### config.mk
export PLATFORM = sky130hd
export DESIGN_NAME = async_sram_byte_port
export DESIGN_NICKNAME = d
export VERILOG_FILES = /design/src/core/asbp_pkg.sv /design/src/core/async_sram_byte_port.sv
export SDC_FILE = /design/constraint.sdc
export NUM_CORES = 1
export LEC_CHECK = 0
export BUFFER_PORTS_ARGS = -buffer_cell sky130_fd_sc_hd__buf_2
export CAP_MARGIN = 25
export CORE_ASPECT_RATIO = 1.4
export CORE_UTILIZATION = 53
export CTS_BUF_LIST = sky130_fd_sc_hd__clkbuf_4 sky130_fd_sc_hd__clkbuf_8
export DETAILED_ROUTE_END_ITERATION = 10
export PLACE_DENSITY = 0.82
export SKIP_LAST_GASP = 1
export SYNTH_ARGS = -nofsm -noshare
export SYNTH_HDL_FRONTEND = slang
export SYNTH_SLANG_ARGS = --single-unit
### constraint.sdc
create_clock -name clock -period 2.01 [get_ports clock]
set_input_delay 0.201 -clock clock [delete_from_list [all_inputs] [get_ports clock]]
set_output_delay 0.201 -clock clock [all_outputs]
set_load 0.02 [all_outputs]
### src/core/asbp_pkg.sv
// constants and carrier types for the byte-wide static ram host controller
// assumes a 20 MHz system clock and an asynchronous sram on the pins
// How it works
// - write ends when any qualifier leaves; we end it with the strobe
// - data is held stable across the strobe's rising edge
// - host drives data only while output gate is high
// - strobe pulse covers turn-off plus data setup time
// - first access waits at least 100 us after power-up
// - address and selects valid 7 ns before write end
// - strobe stays high through every read cycle
package asbp_pkg;
   localparam int ASBP_CLK_MHZ = 20;
   localparam int ASBP_PERIOD_NS = 1000 / ASBP_CLK_MHZ;
   localparam int ASBP_ADDR_W = 17;
   localparam int ASBP_DATA_W = 8;
   localparam int ASBP_WAIT_US = 100;
   localparam int ASBP_WAIT_CYC = ASBP_WAIT_US * ASBP_CLK_MHZ;
   localparam int ASBP_TAA_NS = 10;
   localparam int ASBP_TDOE_NS = 5;
   localparam int ASBP_THZWE_NS = 5;
   localparam int ASBP_TSD_NS = 6;
   localparam int ASBP_TAW_NS = 7;
   localparam int ASBP_TPWE_NS = 7;
   localparam int ASBP_RD_CYC = (ASBP_TAA_NS + ASBP_PERIOD_NS - 1) / ASBP_PERIOD_NS;
   localparam int ASBP_OE_CYC = (ASBP_TDOE_NS + ASBP_PERIOD_NS - 1) / ASBP_PERIOD_NS;
   localparam int ASBP_WR_CYC =
      (ASBP_THZWE_NS + ASBP_TSD_NS + ASBP_PERIOD_NS - 1) / ASBP_PERIOD_NS;
   localparam int ASBP_AW_CYC = (ASBP_TAW_NS + ASBP_PERIOD_NS - 1) / ASBP_PERIOD_NS;
   localparam int ASBP_CNT_W = 16;

   typedef struct packed {
      logic write;
      logic [ASBP_ADDR_W-1:0] addr;
      logic [ASBP_DATA_W-1:0] wdata;
   } asbp_req_s;

   typedef struct packed {
      logic selLowActiveN;
      logic selHighActive;
      logic outGateN;
      logic writeStrobeN;
      logic [ASBP_ADDR_W-1:0] addr;
   } asbp_pins_s;

   typedef enum logic [2:0] {
      ASBP_POWER = 3'b000,
      ASBP_IDLE = 3'b001,
      ASBP_READ = 3'b010,
      ASBP_WSET = 3'b011,
      ASBP_WPULSE = 3'b100,
      ASBP_WEND = 3'b101
   } asbp_state_e;
endpackage

### src/core/async_sram_byte_port.sv
// host controller that runs single-byte reads and writes on an async sram
// assumes the sram pins are timed by this 20 MHz clock and a settled supply
`timescale 1ns/1ps
`default_nettype none
module async_sram_byte_port #(
   parameter int POWER_WAIT = asbp_pkg::ASBP_WAIT_CYC
) (
   // clock and reset
   input wire logic clock,
   input wire logic nrst,
   // user request
   input wire logic reqValid,
   input wire asbp_pkg::asbp_req_s req,
   output logic reqReady,
   output logic rspValid,
   output logic [asbp_pkg::ASBP_DATA_W-1:0] rspData,
   // sram pins
   output asbp_pkg::asbp_pins_s pins,
   input wire logic [asbp_pkg::ASBP_DATA_W-1:0] sharedDataPinsIn,
   output logic [asbp_pkg::ASBP_DATA_W-1:0] sharedDataPinsOut,
   output logic sharedDataPinsOe
);
   import asbp_pkg::*;

   // reset release through two flops
   logic rstSync1, rstSync2;
   always_ff @(posedge clock or negedge nrst) begin
      if (!nrst) begin
         rstSync1 <= 1'b0;
         rstSync2 <= 1'b0;
      end else begin
         rstSync1 <= 1'b1;
         rstSync2 <= rstSync1;
      end
   end

   asbp_state_e state, next_state;
   logic [ASBP_CNT_W-1:0] count, next_count;
   asbp_pins_s next_pins;
   logic [ASBP_DATA_W-1:0] next_dout, next_rspData;
   logic next_oe, next_reqReady, next_rspValid;
   localparam asbp_pins_s PINS_IDLE = '{selLowActiveN: 1'b1, selHighActive: 1'b0,
      outGateN: 1'b1, writeStrobeN: 1'b1, addr: '0};

   always_comb begin
      next_state = state;
      next_count = count;
      next_pins = pins;
      next_dout = sharedDataPinsOut;
      next_oe = sharedDataPinsOe;
      next_rspData = rspData;
      next_rspValid = 1'b0;
      next_reqReady = 1'b0;
      case (state)
         ASBP_POWER: begin
            next_count = count + 1'b1;
            if (count >= ASBP_CNT_W'(POWER_WAIT - 1)) begin
               next_state = ASBP_IDLE;
               next_reqReady = 1'b1;
            end
         end
         ASBP_IDLE: begin
            next_pins = PINS_IDLE;
            next_oe = 1'b0;
            next_reqReady = 1'b1;
            if (reqValid && reqReady) begin
               next_reqReady = 1'b0;
               next_count = '0;
               next_pins.selLowActiveN = 1'b0;
               next_pins.selHighActive = 1'b1;
               next_pins.addr = req.addr;
               if (req.write) begin
                  next_pins.outGateN = 1'b1;
                  next_dout = req.wdata;
                  next_oe = 1'b1;
                  next_state = ASBP_WSET;
               end else begin
                  next_pins.outGateN = 1'b0;
                  next_pins.writeStrobeN = 1'b1;
                  next_state = ASBP_READ;
               end
            end
         end
         ASBP_READ: begin
            next_count = count + 1'b1;
            if (count >= ASBP_CNT_W'(((ASBP_RD_CYC > ASBP_OE_CYC) ?
                  ASBP_RD_CYC : ASBP_OE_CYC) - 1)) begin
               next_rspData = sharedDataPinsIn;
               next_rspValid = 1'b1;
               next_pins = PINS_IDLE;
               next_state = ASBP_IDLE;
            end
         end
         ASBP_WSET: begin
            next_pins.writeStrobeN = 1'b0;
            next_count = '0;
            next_state = ASBP_WPULSE;
         end
         ASBP_WPULSE: begin
            next_count = count + 1'b1;
            if (count >= ASBP_CNT_W'(ASBP_WR_CYC - 1) &&
                  count >= ASBP_CNT_W'(ASBP_AW_CYC - 1)) begin
               next_pins.writeStrobeN = 1'b1;
               next_state = ASBP_WEND;
            end
         end
         ASBP_WEND: begin
            next_pins = PINS_IDLE;
            next_oe = 1'b0;
            next_rspValid = 1'b1;
            next_state = ASBP_IDLE;
         end
         default: begin
            next_state = ASBP_IDLE;
            next_pins = PINS_IDLE;
            next_oe = 1'b0;
         end
      endcase
   end

   always_ff @(posedge clock or negedge rstSync2) begin
      if (!rstSync2) begin
         state <= ASBP_POWER;
         count <= '0;
         pins <= PINS_IDLE;
         sharedDataPinsOut <= '0;
         sharedDataPinsOe <= 1'b0;
         rspData <= '0;
         rspValid <= 1'b0;
         reqReady <= 1'b0;
      end else begin
         state <= next_state;
         count <= next_count;
         pins <= next_pins;
         sharedDataPinsOut <= next_dout;
         sharedDataPinsOe <= next_oe;
         rspData <= next_rspData;
         rspValid <= next_rspValid;
         reqReady <= next_reqReady;
      end
   end

   // cycles since reset release, read only by the checks
   logic [ASBP_CNT_W-1:0] upCount, next_upCount;
   always_comb begin
      next_upCount = upCount;
      if (upCount != '1) begin
         next_upCount = upCount + 1'b1;
      end
   end

   always_ff @(posedge clock or negedge rstSync2) begin
      if (!rstSync2) begin
         upCount <= '0;
      end else begin
         upCount <= next_upCount;
      end
   end

   // cycles the strobe has been low, read only by the checks
   logic [ASBP_CNT_W-1:0] lowCount, next_lowCount;
   always_comb begin
      next_lowCount = lowCount;
      if (pins.writeStrobeN) begin
         next_lowCount = '0;
      end else if (lowCount != '1) begin
         next_lowCount = lowCount + 1'b1;
      end
   end

   always_ff @(posedge clock or negedge rstSync2) begin
      if (!rstSync2) begin
         lowCount <= '0;
      end else begin
         lowCount <= next_lowCount;
      end
   end

   // pin protocol checks
   AST_WRITE_QUAL: assert property (@(posedge clock) disable iff (!rstSync2)
      !pins.writeStrobeN |-> (!pins.selLowActiveN && pins.selHighActive))
      else $error("strobe low without both selects");
   AST_SEL_AFTER_STROBE: assert property (@(posedge clock) disable iff (!rstSync2)
      $rose(pins.writeStrobeN) |-> !pins.selLowActiveN ##1 pins.selLowActiveN)
      else $error("select not held one cycle past strobe");
   AST_GATE_IN_WRITE: assert property (@(posedge clock) disable iff (!rstSync2)
      !pins.writeStrobeN |-> pins.outGateN)
      else $error("output gate low during write");
   AST_NO_CONTENTION: assert property (@(posedge clock) disable iff (!rstSync2)
      sharedDataPinsOe |-> pins.outGateN)
      else $error("host drives while memory may drive");
   AST_OE_SELECTED: assert property (@(posedge clock) disable iff (!rstSync2)
      sharedDataPinsOe |-> !pins.selLowActiveN && pins.selHighActive)
      else $error("host drives while memory deselected");
   AST_PULSE_WIDTH: assert property (@(posedge clock) disable iff (!rstSync2)
      $rose(pins.writeStrobeN) |->
         int'(lowCount) * ASBP_PERIOD_NS >= ASBP_THZWE_NS + ASBP_TSD_NS &&
         int'(lowCount) * ASBP_PERIOD_NS >= ASBP_TPWE_NS)
      else $error("strobe pulse too short");
   AST_DATA_HOLD: assert property (@(posedge clock) disable iff (!rstSync2)
      $rose(pins.writeStrobeN) |-> sharedDataPinsOe && $stable(sharedDataPinsOut))
      else $error("data moved at write end");
   AST_WRITE_END: assert property (@(posedge clock) disable iff (!rstSync2)
      $rose(pins.writeStrobeN) |-> ##1 (pins.selLowActiveN && !sharedDataPinsOe))
      else $error("write not closed after strobe");
   AST_ADDR_STEADY: assert property (@(posedge clock) disable iff (!rstSync2)
      !pins.writeStrobeN |-> $stable(pins.addr) && $stable(pins.selLowActiveN))
      else $error("address or select moved during write");
   AST_SETUP_TIME: assert property (@(posedge clock) disable iff (!rstSync2)
      $rose(pins.writeStrobeN) |-> int'(lowCount) * ASBP_PERIOD_NS >= ASBP_TAW_NS)
      else $error("write end too close to setup");
   AST_POWER_WAIT: assert property (@(posedge clock) disable iff (!rstSync2)
      !pins.selLowActiveN |-> upCount >= ASBP_CNT_W'(POWER_WAIT))
      else $error("access before power-up wait");
   AST_READY_AFTER_WAIT: assert property (@(posedge clock) disable iff (!rstSync2)
      reqReady |-> upCount >= ASBP_CNT_W'(POWER_WAIT))
      else $error("ready before power-up wait");
   AST_READ_STROBE: assert property (@(posedge clock) disable iff (!rstSync2)
      !pins.outGateN |-> pins.writeStrobeN)
      else $error("strobe low during read");
   AST_IDLE_DESEL: assert property (@(posedge clock) disable iff (!rstSync2)
      state == ASBP_IDLE |-> pins.selLowActiveN && !sharedDataPinsOe)
      else $error("idle bus left selected");
endmodule
`default_nettype wire

==> out/results.ini, run 1 <==
[pwr]
powerDensity_mw_per_mm2 = 1530
leakage_nw = 1.68
ir_worst_vdd_v = 0.00116

[synthesis]
synthAdderAreaFrac_pct = 0.483
synth-seq-cells = 61
yosysWarnings = 0
synth_xor_area_share_pct = 0
synth-seq-area-share_pct = 59.1
syn-num-nets = 253
synth_top_family_by_area = compound AO/OA/AOI/OAI gates
netlist_instances = 215
syn_area_mm2 = 0.00259
synthMuxAreaShare_pct = 7.34
synth_cell_types = 41
synth_compound_area_share_pct = 19.2
synthSimpleGateAreaFrac_pct = 11.2
avgSynthCellArea_um2 = 12.0

[timing]
rsz0062_at_grt = false
setup-tns-final_ps = 0
final-max-slew-violation-count = 0
timing.fmax_mhz = 562
fin_crit_ps = 1780
finalClockSkew_ps = 6.14
setup_viol = 0
fin_crit_sh_pct = 88.6
relSlewSlack_pct = 66.4
hold_slack_ps = 80.9
hold_viol = 0
tightestPinTransition_ps = 503

[run]
cap_violations = 0

[setup_path]
path_class = register to register
crit_chain = and3_1 > nor3b_2 > nand2_2 > mux2_1
cp_max_fo = 14
cp_slowest_stage_delay_ps = 620
cp-end-kind = register
worstPathRequired_ps = 2220
cp-start-kind = register
ff2ff_setup_slack_ps = 230
crit_slowest_cell = dfrtp_1
crit_arrival_ps = 1990

[clocking]
cts_setup_buffers = 0
cts_tree = done
root_buffer = clkbuf_8
cts_inserted_buffers = 9
htreeDepth = 3
clock_sinks = 61
clock_latency_ps = 330
clockBufferDepth = 2
clkTransAtPathRegs_ps = 60

[finish]
area_growth_pct = 26.5
drive_gt1_share_pct = 38.9
final_cell_mix = 76 x buf_2, 57 x dfrtp_1, 20 x a22o_1
nets = 339
layout_commonest_cell = buf_2
design_area_mm2 = 0.00328
diodes = 0
fin_util_pct = 71.1

[die]
dieArea_mm2 = 0.00517
die_y_um = 84.7
io_pins = 77
dieWidth_um = 61.1
fp.coreArea_mm2 = 0.00461
rows = 29
start_util_pct = 56.2

[drt]
drtIter0Drc = 66
first_pass_iters = 4
vias = 2097
wl_um = 5890
viasPerCell = 5.70
drcViolationCount = 0
ant_nets = 0
wl_per_cell_um = 16.0

[global_routing]
grt_max_degree = 26
grt-ovfl-total = 0
grt_pass1_vias = 2100
track_usage_pct = 25.8
antenna_found_initial = 0
grt_pass1_wl_um = 9800

[min_path]
hold_class = primary input to register

[outcome]
status = finished, final reports clean

[placement]
dpl-instance-area_mm2 = 0.00307
port_buffers = 76
hpwlAfterDp_um = 4060
place.gp.congestion = 0.833

-- worst max-delay path, delay by kind of cell (launching register included) --
| family | cells | cell delay, ps |
|---|---|---|
| flip-flops | 1 | 620 |
| AND/OR/NAND/NOR | 3 | 680 |
| multiplexers | 1 | 360 |
-- metrics by stage --
stage | worst slack, ps | cells | total power [mW]
2_1_floorplan | 191 | 215 | 3.32
3_3_place_gp | 350 | 351 | 3.91
3_5_place_dp | 239 | 351 | 3.99
4_1_cts | 206 | 368 | 5.05
5_1_grt | 63.9 | 368 | 5.31
6_report | 230 | 368 | 5.02
-- final timing paths --
path / endpoint / start / cells after the start
worst max-delay path: sharedDataPinsOut[7] / state[0] / 4
worst min-delay path: sharedDataPinsOut[5] / req[5] / 2
worst max register to register: sharedDataPinsOut[7] / state[0] / 4
worst min register to register: rspData[6] / rstSync2 / 0
max in group asynchronous: pins[20] / rstSync2 / 1
min in group asynchronous: rstSync2 / nrst / 2
-- layer usage --
layer | track usage, % | vias to the layer above | part of all wire [%]
met5 | 0 | - | 0
met4 | 11.8 | 0 | 1.7
met3 | 5.86 | 10 | 4.3
met2 | 41.1 | 67 | 54
met1 | 32.7 | 1044 | 40
li1 | - | 976 | -
-- layout make-up --
| class | instances | area [um2] |
|---|---|---|
| clock buffers | 13 | 179 |
| clock inverters | 3 | 17.5 |
| fillers | 360 | 1330 |
| inverters | 4 | 15.0 |
| multi-input cells | 140 | 993 |
| flip-flops and latches | 61 | 1530 |
| well taps | 62 | 77.6 |
| repair buffers | 85 | 463 |
-- cells in the mapped netlist --
cell / instances / share of area [%]
mux2i_1: 1 / 0.39
nor2_1: 12 / 1.7
inv_1: 4 / 0.58
nor3b_4: 1 / 0.72
dfstp_2: 3 / 3.0
conb_1: 1 / 0.14
a211o_1: 1 / 0.34
o31ai_1: 1 / 0.29
o22ai_2: 1 / 0.48
a21o_1: 5 / 1.4
dfrtp_1: 58 / 56
a22oi_1: 1 / 0.29
o211a_1: 1 / 0.39
nand4_1: 2 / 0.48
nand2_2: 1 / 0.24
or2_1: 1 / 0.24
buf_2: 7 / 1.4
a41oi_1: 4 / 1.4
a221o_1: 1 / 0.39
o21ai_0: 16 / 3.1
clkbuf_1: 1 / 0.14
and2_1: 2 / 0.48
o22a_1: 2 / 0.68
clkbuf_2: 1 / 0.19
buf_4: 1 / 0.29
mux2_2: 8 / 3.5
ha_1: 1 / 0.48
nor3b_2: 1 / 0.48
nand3_1: 4 / 0.77
a31oi_1: 8 / 1.9
a31o_2: 2 / 0.68
mux2_1: 8 / 3.5
o21bai_1: 1 / 0.29
nor4_2: 1 / 0.48
a21oi_1: 4 / 0.77
nor3_1: 3 / 0.58
nor4_1: 2 / 0.48
and3_1: 8 / 1.9
a22o_1: 20 / 6.8
and4_1: 2 / 0.68
nand2_1: 13 / 1.9
-- logic make-up (layout without fill, tap and decap cells) --
group	Yosys count	in the layout
other	1	1
adders and majority gates	1	1
DFF	61	61
AOI/OAI and AO/OA	68	68
and+or+nand+nor	53	53
muxes	17	17
buffers and inverters	14	105
-- state kept, by name, indices dropped and copies added (netlist names) --
register           cells
sharedDataPinsOut      8
state                  3
rspData                8
count                 16
pins                  21
sharedDataPinsOe       1
rstSync1               1
rspValid               1
rstSync2               1
reqReady               1
-- power breakdown --
part | total, mW | internal [mW] | switching, mW
combinational | 1.96 | 0.790 | 1.17
clock | 1.04 | 0.578 | 0.462
sequential | 2.02 | 1.67 | 0.354
-- what timing repair did --
action | CTS | global route
hold buffers | 1 | 0
resized for setup | 0 | 0
setup endpoints to repair | 0 | 0
hold endpoints to repair | 2 | 0
(Power assumes the default switching activity.)
==> run 2: changes to the inputs <==
CORE_UTILIZATION = 51   (was 53)
CTS_BUF_LIST = unset   (was sky130_fd_sc_hd__clkbuf_4 sky130_fd_sc_hd__clkbuf_8)
PLACE_DENSITY = 0.79   (was 0.82)
==> run 2 against run 1 <==
  * Register-to-register slack improved by 80 ps
  * Core utilization decreased by 3.7 points
  * Sequential cell count unchanged
  * Die area increased by 3.8%
  * Clock skew increased by 1.9 ps
  * Final cell count unchanged
  * Fmax increased by 4.8%
==> out/results.ini, run 2 (synthesis gave the netlist of run 1 again) <==
[placement]
hpwlAfterDp_um = 3830  ; -5.8%
port_buffers = 76  ; unchanged
dpl_worst_slack_ps = 325  ; +85.9 ps
place.gp.congestion = 0.846  ; +1.6%

[min_path]
hold_class = primary input to register
min_path_cells = 2  ; unchanged

[drt]
wl_met3_um = 259  ; +2.4%
wl_met2_um = 2820  ; -12%
ant_nets = 0  ; unchanged
wl_um = 5510  ; -6.5%
drcViolationCount = 0  ; unchanged
top_layer_used = met4
wl_met1_um = 2290  ; -2.2%
wl_per_cell_um = 15.0  ; -6.5%
drtIter0Drc = 85  ; +29%
first_pass_iters = 4  ; unchanged
vias = 2071  ; -1.2%
viasPerCell = 5.63  ; -1.2%

[clocking]
cts_hold_buf = 1  ; unchanged
clkTransAtPathRegs_ps = 70  ; about the same
cts_tree = done
cts_resized = 0  ; unchanged
htreeDepth = 3  ; unchanged
clockBufferDepth = 2  ; unchanged
clock_latency_ps = 330  ; about the same
clock_sinks = 61  ; unchanged
cts_setup_buffers = 0  ; unchanged
cts_inserted_buffers = 9  ; unchanged
root_buffer = clkbuf_8

[global_routing]
grt-ovfl-total = 0  ; unchanged
grt_pass1_wl_um = 8890  ; -9.2%
grt_max_degree = 40  ; +54%
track_usage_pct = 21.9  ; -3.9 points
grt_pass1_vias = 1958  ; -6.8%
antenna_found_initial = 0  ; unchanged

[finish]
area_growth_pct = 27.1
largestRegisters = pins (21), count (16)
diodes = 0  ; unchanged
layout_commonest_cell = buf_2
drive_gt1_share_pct = 38.5  ; -0.40 points
nets = 337  ; -0.59%
regMostFlops = pins
largest_register_ffs = 21  ; unchanged
final_cell_mix = 76 x buf_2, 57 x dfrtp_1, 20 x a22o_1

[die]
io_pins = 77  ; unchanged
dieArea_mm2 = 0.00537  ; +3.8%
dieWidth_um = 62.2  ; +1.9%
die_y_um = 86.3  ; +1.9%
start_util_pct = 53.1  ; -3.1 points
fp.coreArea_mm2 = 0.00488  ; +5.9%
rows = 30  ; +3.4%

[timing]
worst_slack_ps = 312  ; +82.1 ps
setup-tns-final_ps = 0  ; unchanged
fin_crit_ps = 1700  ; -82.1 ps
final-max-slew-violation-count = 0  ; unchanged
finalClockSkew_ps = 8.04  ; +1.90 ps
hold_slack_ps = 79.6  ; -1.38 ps
fin_crit_sh_pct = 84.5  ; -4.1 points
tightestPinTransition_ps = 666  ; +163 ps
timing.fmax_mhz = 589  ; +4.8%
relSlewSlack_pct = 55.6  ; -11 points
rsz0062_at_grt = false
setup_viol = 0  ; unchanged
hold_viol = 0  ; unchanged

[setup_path]
path_class = register to register
r2r.worst_path.cells = 4  ; unchanged
cp-start-kind = register
cp_max_fo = 20  ; +6
cp-end-kind = register
crit_arrival_ps = 1910  ; -80 ps
worstPathRequired_ps = 2230  ; about the same

[pwr]
ir_worst_vdd_v = 0.00124  ; +7.2%
powerDensity_mw_per_mm2 = 1560  ; +2.0%
leakage_nw = 1.68  ; about the same
p_total_mw = 5.14  ; +2.5%

[outcome]
status = finished, final reports clean

[run]
cap_violations = 0  ; unchanged

## run 2: cell types whose count changed in the layout (fill, tap and decap cells not counted)
cell	previous run	this run
buf_4	7	5
clkinv_2	2	1
clkbuf_8	13	9
bufinv_16	0	2
clkinv_4	0	2
inv_6	0	1
## run 2: per-layer routing
layer  vias to the layer above  track usage (%)
met1                      1024             25.7
met5                         -                0
met4                         0             12.5
met2                        65             35.5
met3                        14             7.24
li1                        968                -
## run 2: cell type report
cell class | instances | area, um2
Multi-Input combinational cell | 140 | 993
Fill cell | 381 | 1590
Timing Repair Buffer | 83 | 448
Inverter | 4 | 15.0
Tap cell | 64 | 80.1
Clock inverter | 7 | 98.8
Sequential cell | 61 | 1530
Clock buffer | 9 | 124
## run 2: where the power goes
part           switching, mW  internal, mW
Clock                  0.496         0.704
Sequential             0.315          1.67
Combinational           1.19         0.773
## run 2: per-stage QoR
| stage | utilization, % | area (um2) | std cells |
|---|---|---|---|
| 6_report | 67.4 | 3290 | 368 |
| 5_1_grt | 67.4 | 3290 | 368 |
| 4_1_cts | 67.4 | 3290 | 368 |
| 3_5_place_dp | 62.7 | 3060 | 351 |
| 3_3_place_gp | 62.7 | 3060 | 351 |
| 2_1_floorplan | - | 2590 | 215 |
## run 2: worst paths after layout
| path | endpoint | slack [ps] | startpoint |
|---|---|---|---|
| worst max-delay path | pins[0] | 310 | state[2] |
| worst min-delay path | sharedDataPinsOut[0] | 80 | req[0] |
| min in group asynchronous | rstSync2 | 170 | nrst |
| max in group asynchronous | pins[18] | 1140 | rstSync2 |
| worst min register to register | rspData[7] | 230 | rstSync2 |
| worst max register to register | pins[0] | 310 | state[2] |
## run 2: critical path, cell delays in order, from the launching register on
cell     delay, ps
dfrtp_1        480
inv_1           90
and3_1         200
or2_1          480
a22o_1         340
==> run 3: changes to the inputs <==
ABC_AREA = 1   (was unset)
CORE_UTILIZATION = 46   (was 51)
PLACE_DENSITY = 0.75   (was 0.79)
clock period = 1.5 ns   (was 2.01 ns; I/O delays follow)
==> run 3 against run 2 <==
  * Synthesized cell count is 34% higher
  * Via count is 13% higher
  * Clock power is 18% higher
  * Global-route usage is 0.35 points lower
  * Fmax is 25% higher
  * Register-to-register slack worse by 170 ps
  * Largest power group unchanged
==> out/results.ini, run 3 <==
[outcome]
status = finished, final reports clean

[pwr]
p_clk_share_pct = 22.3  ; -1.0 points
ir_worst_vdd_v = 0.00127  ; +2.2%
switching_share_pct = 39.3  ; +0.47 points
powerDensity_mw_per_mm2 = 1860  ; +19%
p_total_mw = 6.31  ; +23%
p_int_mw = 3.83  ; +22%
leakage_nw = 1.80  ; +6.6%
power_switching_mw = 2.48  ; +24%
p_comb_share_pct = 37.6  ; -0.5 points
sequentialPowerShare_pct = 40.1  ; +1.5 points

[timing]
fin_crit_sh_pct = 90.8  ; +6.3 points
hold_viol = 0  ; unchanged
final-max-slew-violation-count = 0  ; unchanged
timing.fmax_mhz = 734  ; +25%
worst_slack_ps = 138  ; -174 ps
fin_crit_ps = 1360  ; -336 ps
finalClockSkew_ps = 10.8  ; +2.78 ps
rsz0062_at_grt = true
setup_viol = 0  ; unchanged

[die]
dieWidth_um = 66.8  ; +7.3%
dieArea_mm2 = 0.00619  ; +15%
fp.coreArea_mm2 = 0.00557  ; +14%
rows = 32  ; +6.7%
start_util_pct = 48.5  ; -4.5 points
die_y_um = 92.7  ; +7.4%
io_pins = 77  ; unchanged

[clocking]
clockBufferDepth = 2  ; unchanged
root_buffer = clkbuf_8
cts_inserted_buffers = 9  ; unchanged
clock_sinks = 61  ; unchanged
cts_setup_buffers = 0  ; unchanged
htreeDepth = 3  ; unchanged
cts_tree = done
clkTransAtPathRegs_ps = 70  ; about the same
clock_latency_ps = 330  ; about the same

[global_routing]
grt_pass1_vias = 2292  ; +17%
grt_pass1_wl_um = 10000  ; +13%
antenna_found_initial = 0  ; unchanged
grt-ovfl-total = 0  ; unchanged
track_usage_pct = 21.5  ; -0.35 points
grt_max_degree = 32  ; -20%

[setup_path]
path_class = register to register
r2r_start = state[0]
ff2ff_setup_slack_ps = 140  ; -170 ps
r2r_end = count[2]
crit_arrival_ps = 1570  ; -340 ps
cp_max_fo = 10  ; -50%
crit_chain = nand2_2 > nor2_1 > nand3_1 > nand2_2 > inv_2 > nand2_1 > o21ai_0
crit_slowest_cell = dfrtp_1
worstPathRequired_ps = 1710  ; -520 ps
worst-path-buf-inv = 1  ; unchanged
path_common_cell = nand2_2
cp_slowest_stage_delay_ps = 450  ; -30 ps
cp-end-kind = register
critPathTopFamily = simple AND/OR/NAND/NOR gates
r2r.worst_path.cells = 7  ; +3
cp-start-kind = register

[drt]
drtIter0Drc = 108  ; +27%
vias = 2340  ; +13%
ant_nets = 0  ; unchanged
wl_per_cell_um = 12.9  ; -14%
drcViolationCount = 0  ; unchanged
first_pass_iters = 4  ; unchanged
viasPerCell = 5.18  ; -8.0%
wl_um = 5810  ; +5.5%

[min_path]
min_path_cells = 2  ; unchanged
hold_class = primary input to register
worst_hold_path.endpoint = pins[5]
hold_start = req[13]

[placement]
dpl-instance-area_mm2 = 0.00318  ; +4.1%
hpwlAfterDp_um = 4300  ; +12%
port_buffers = 76  ; unchanged
dpl_worst_slack_ps = 78.1  ; -247 ps
place.gp.congestion = 0.813  ; -3.9%

[finish]
seqCellArea_mm2 = 0.00153  ; about the same
layout_commonest_cell = nand2_1
design_area_mm2 = 0.00339  ; +3.1%
final_cell_mix = 77 x nand2_1, 76 x buf_2, 56 x dfrtp_1
diodes = 0  ; unchanged
drive_gt1_share_pct = 33.1  ; -5.4 points
fillers = 474  ; +24%
nets = 417  ; +24%
largest_register_ffs = 21  ; unchanged
largestRegisters = pins (21), count (16)
fin_util_pct = 61.0  ; -6.5 points
area_growth_pct = 25.6
regMostFlops = pins
multi_input_comb_area_mm2 = 0.00103  ; +3.4%

[synthesis]
synth_cell_types = 27  ; -34%
yosys-top-cells-area = dfrtp_1 54%, nand2_1 11%, nand3_1 6.1%
netlist_instances = 289  ; +34%
yosysWarnings = 0  ; unchanged
syn-num-nets = 327  ; +29%
ys_top_cells_by_count = 77 x nand2_1, 58 x dfrtp_1, 33 x nand3_1, 22 x inv_1, 20 x nor2_1
synth_edf_count = 0  ; unchanged
synth_async_sr_flop_share_pct = 100  ; unchanged
synth_top_area_cell = dfrtp_1
synth-seq-area-share_pct = 56.6  ; -2.4 points
synth-seq-cells = 61  ; unchanged
synth_top_area_share_pct = 53.7  ; -2.3 points
syn_area_mm2 = 0.00270  ; +4.3%
avgSynthCellArea_um2 = 9.35  ; -22%
synth_ff_type = dfrtp_1
yosys.cell_count.top_type = nand2_1

[run]
cap_violations = 0  ; unchanged

-- run 3: cell count changes in the layout (fill, tap and decap cells not counted), moves of 3 or more --
cell / previous run / this run
nand2_1: 13 / 77
nand3_1: 4 / 32
inv_1: 4 / 22
a31oi_1: 8 / 0
and3_1: 8 / 0
mux2_1: 8 / 0
nor2_1: 12 / 20
a21o_1: 5 / 0
a41oi_1: 4 / 0
buf_4: 5 / 9
inv_2: 0 / 4
nand2_2: 1 / 5
a22o_1: 20 / 17
nand4_1: 2 / 5
-- run 3: logic make-up (layout without fill, tap and decap cells) --
group	Yosys count	in the layout	synth area share, %
mux	8	8	3.34
flops	61	61	56.6
simple gates	146	146	23.8
xor+xnor	3	3	0.973
compound gates	36	36	9.03
other cells	1	1	0.139
fa+ha+maj	1	1	0.463
buf+inv	33	128	5.60
-- run 3: layer usage --
layer  track usage [%]  wire length, um  vias up  share of wire [%]
li1                  -                -     1135                  -
met1              25.4             2370     1118                 41
met2              35.7             3000       72                 52
met3              6.28              317       15                5.5
met4              9.40              119        0                2.0
met5                 0                0        -                  0
-- run 3: area by class of cell --
class | count | area share (%)
sequential | 61 | 45.2
clock inverter | 4 | 1.40
multi-input combinational | 195 | 30.3
inverter | 26 | 2.88
clock buffer | 12 | 4.28
timing repair buffer | 86 | 13.5
tap | 68 | 2.51
-- run 3: worst max-delay path by stage --
| stage | from | endpoint | slack (ps) | cells after the start |
|---|---|---|---|---|
| global placement | count[1] | count[14] | 120 | 8 |
| CTS | count[1] | count[14] | 50 | 8 |
| detailed placement | count[1] | count[14] | 80 | 8 |
| floorplan | count[1] | count[14] | 190 | 8 |
| global route | count[1] | count[8] | -5 | 6 |
| finish | state[0] | count[2] | 140 | 7 |
-- run 3: metrics by stage --
step,hold WS (ps),TNS (ps),instances
after global routing,37.0,-5.05,452
after detailed placement,-63.1,0,435
after CTS,36.6,0,452
after floorplan,-146,0,289
after global placement,-64.8,0,435
final,48.2,0,452
-- run 3: power by group through the flow --
stage	registers (mW)	clock network, mW	logic, mW
finish	2.53	1.41	2.37
global route	2.59	1.51	2.62
CTS	2.52	1.44	2.41
detailed placement	2.53	0	2.40
global placement	2.52	0	2.36
floorplan	3.05	0	1.10
-- run 3: timing repair --
action	CTS	global route
setup endpoints to repair	0	13
gates resized for setup	0	3
hold buffers	1	0
endpoints found under the hold margin	2	0
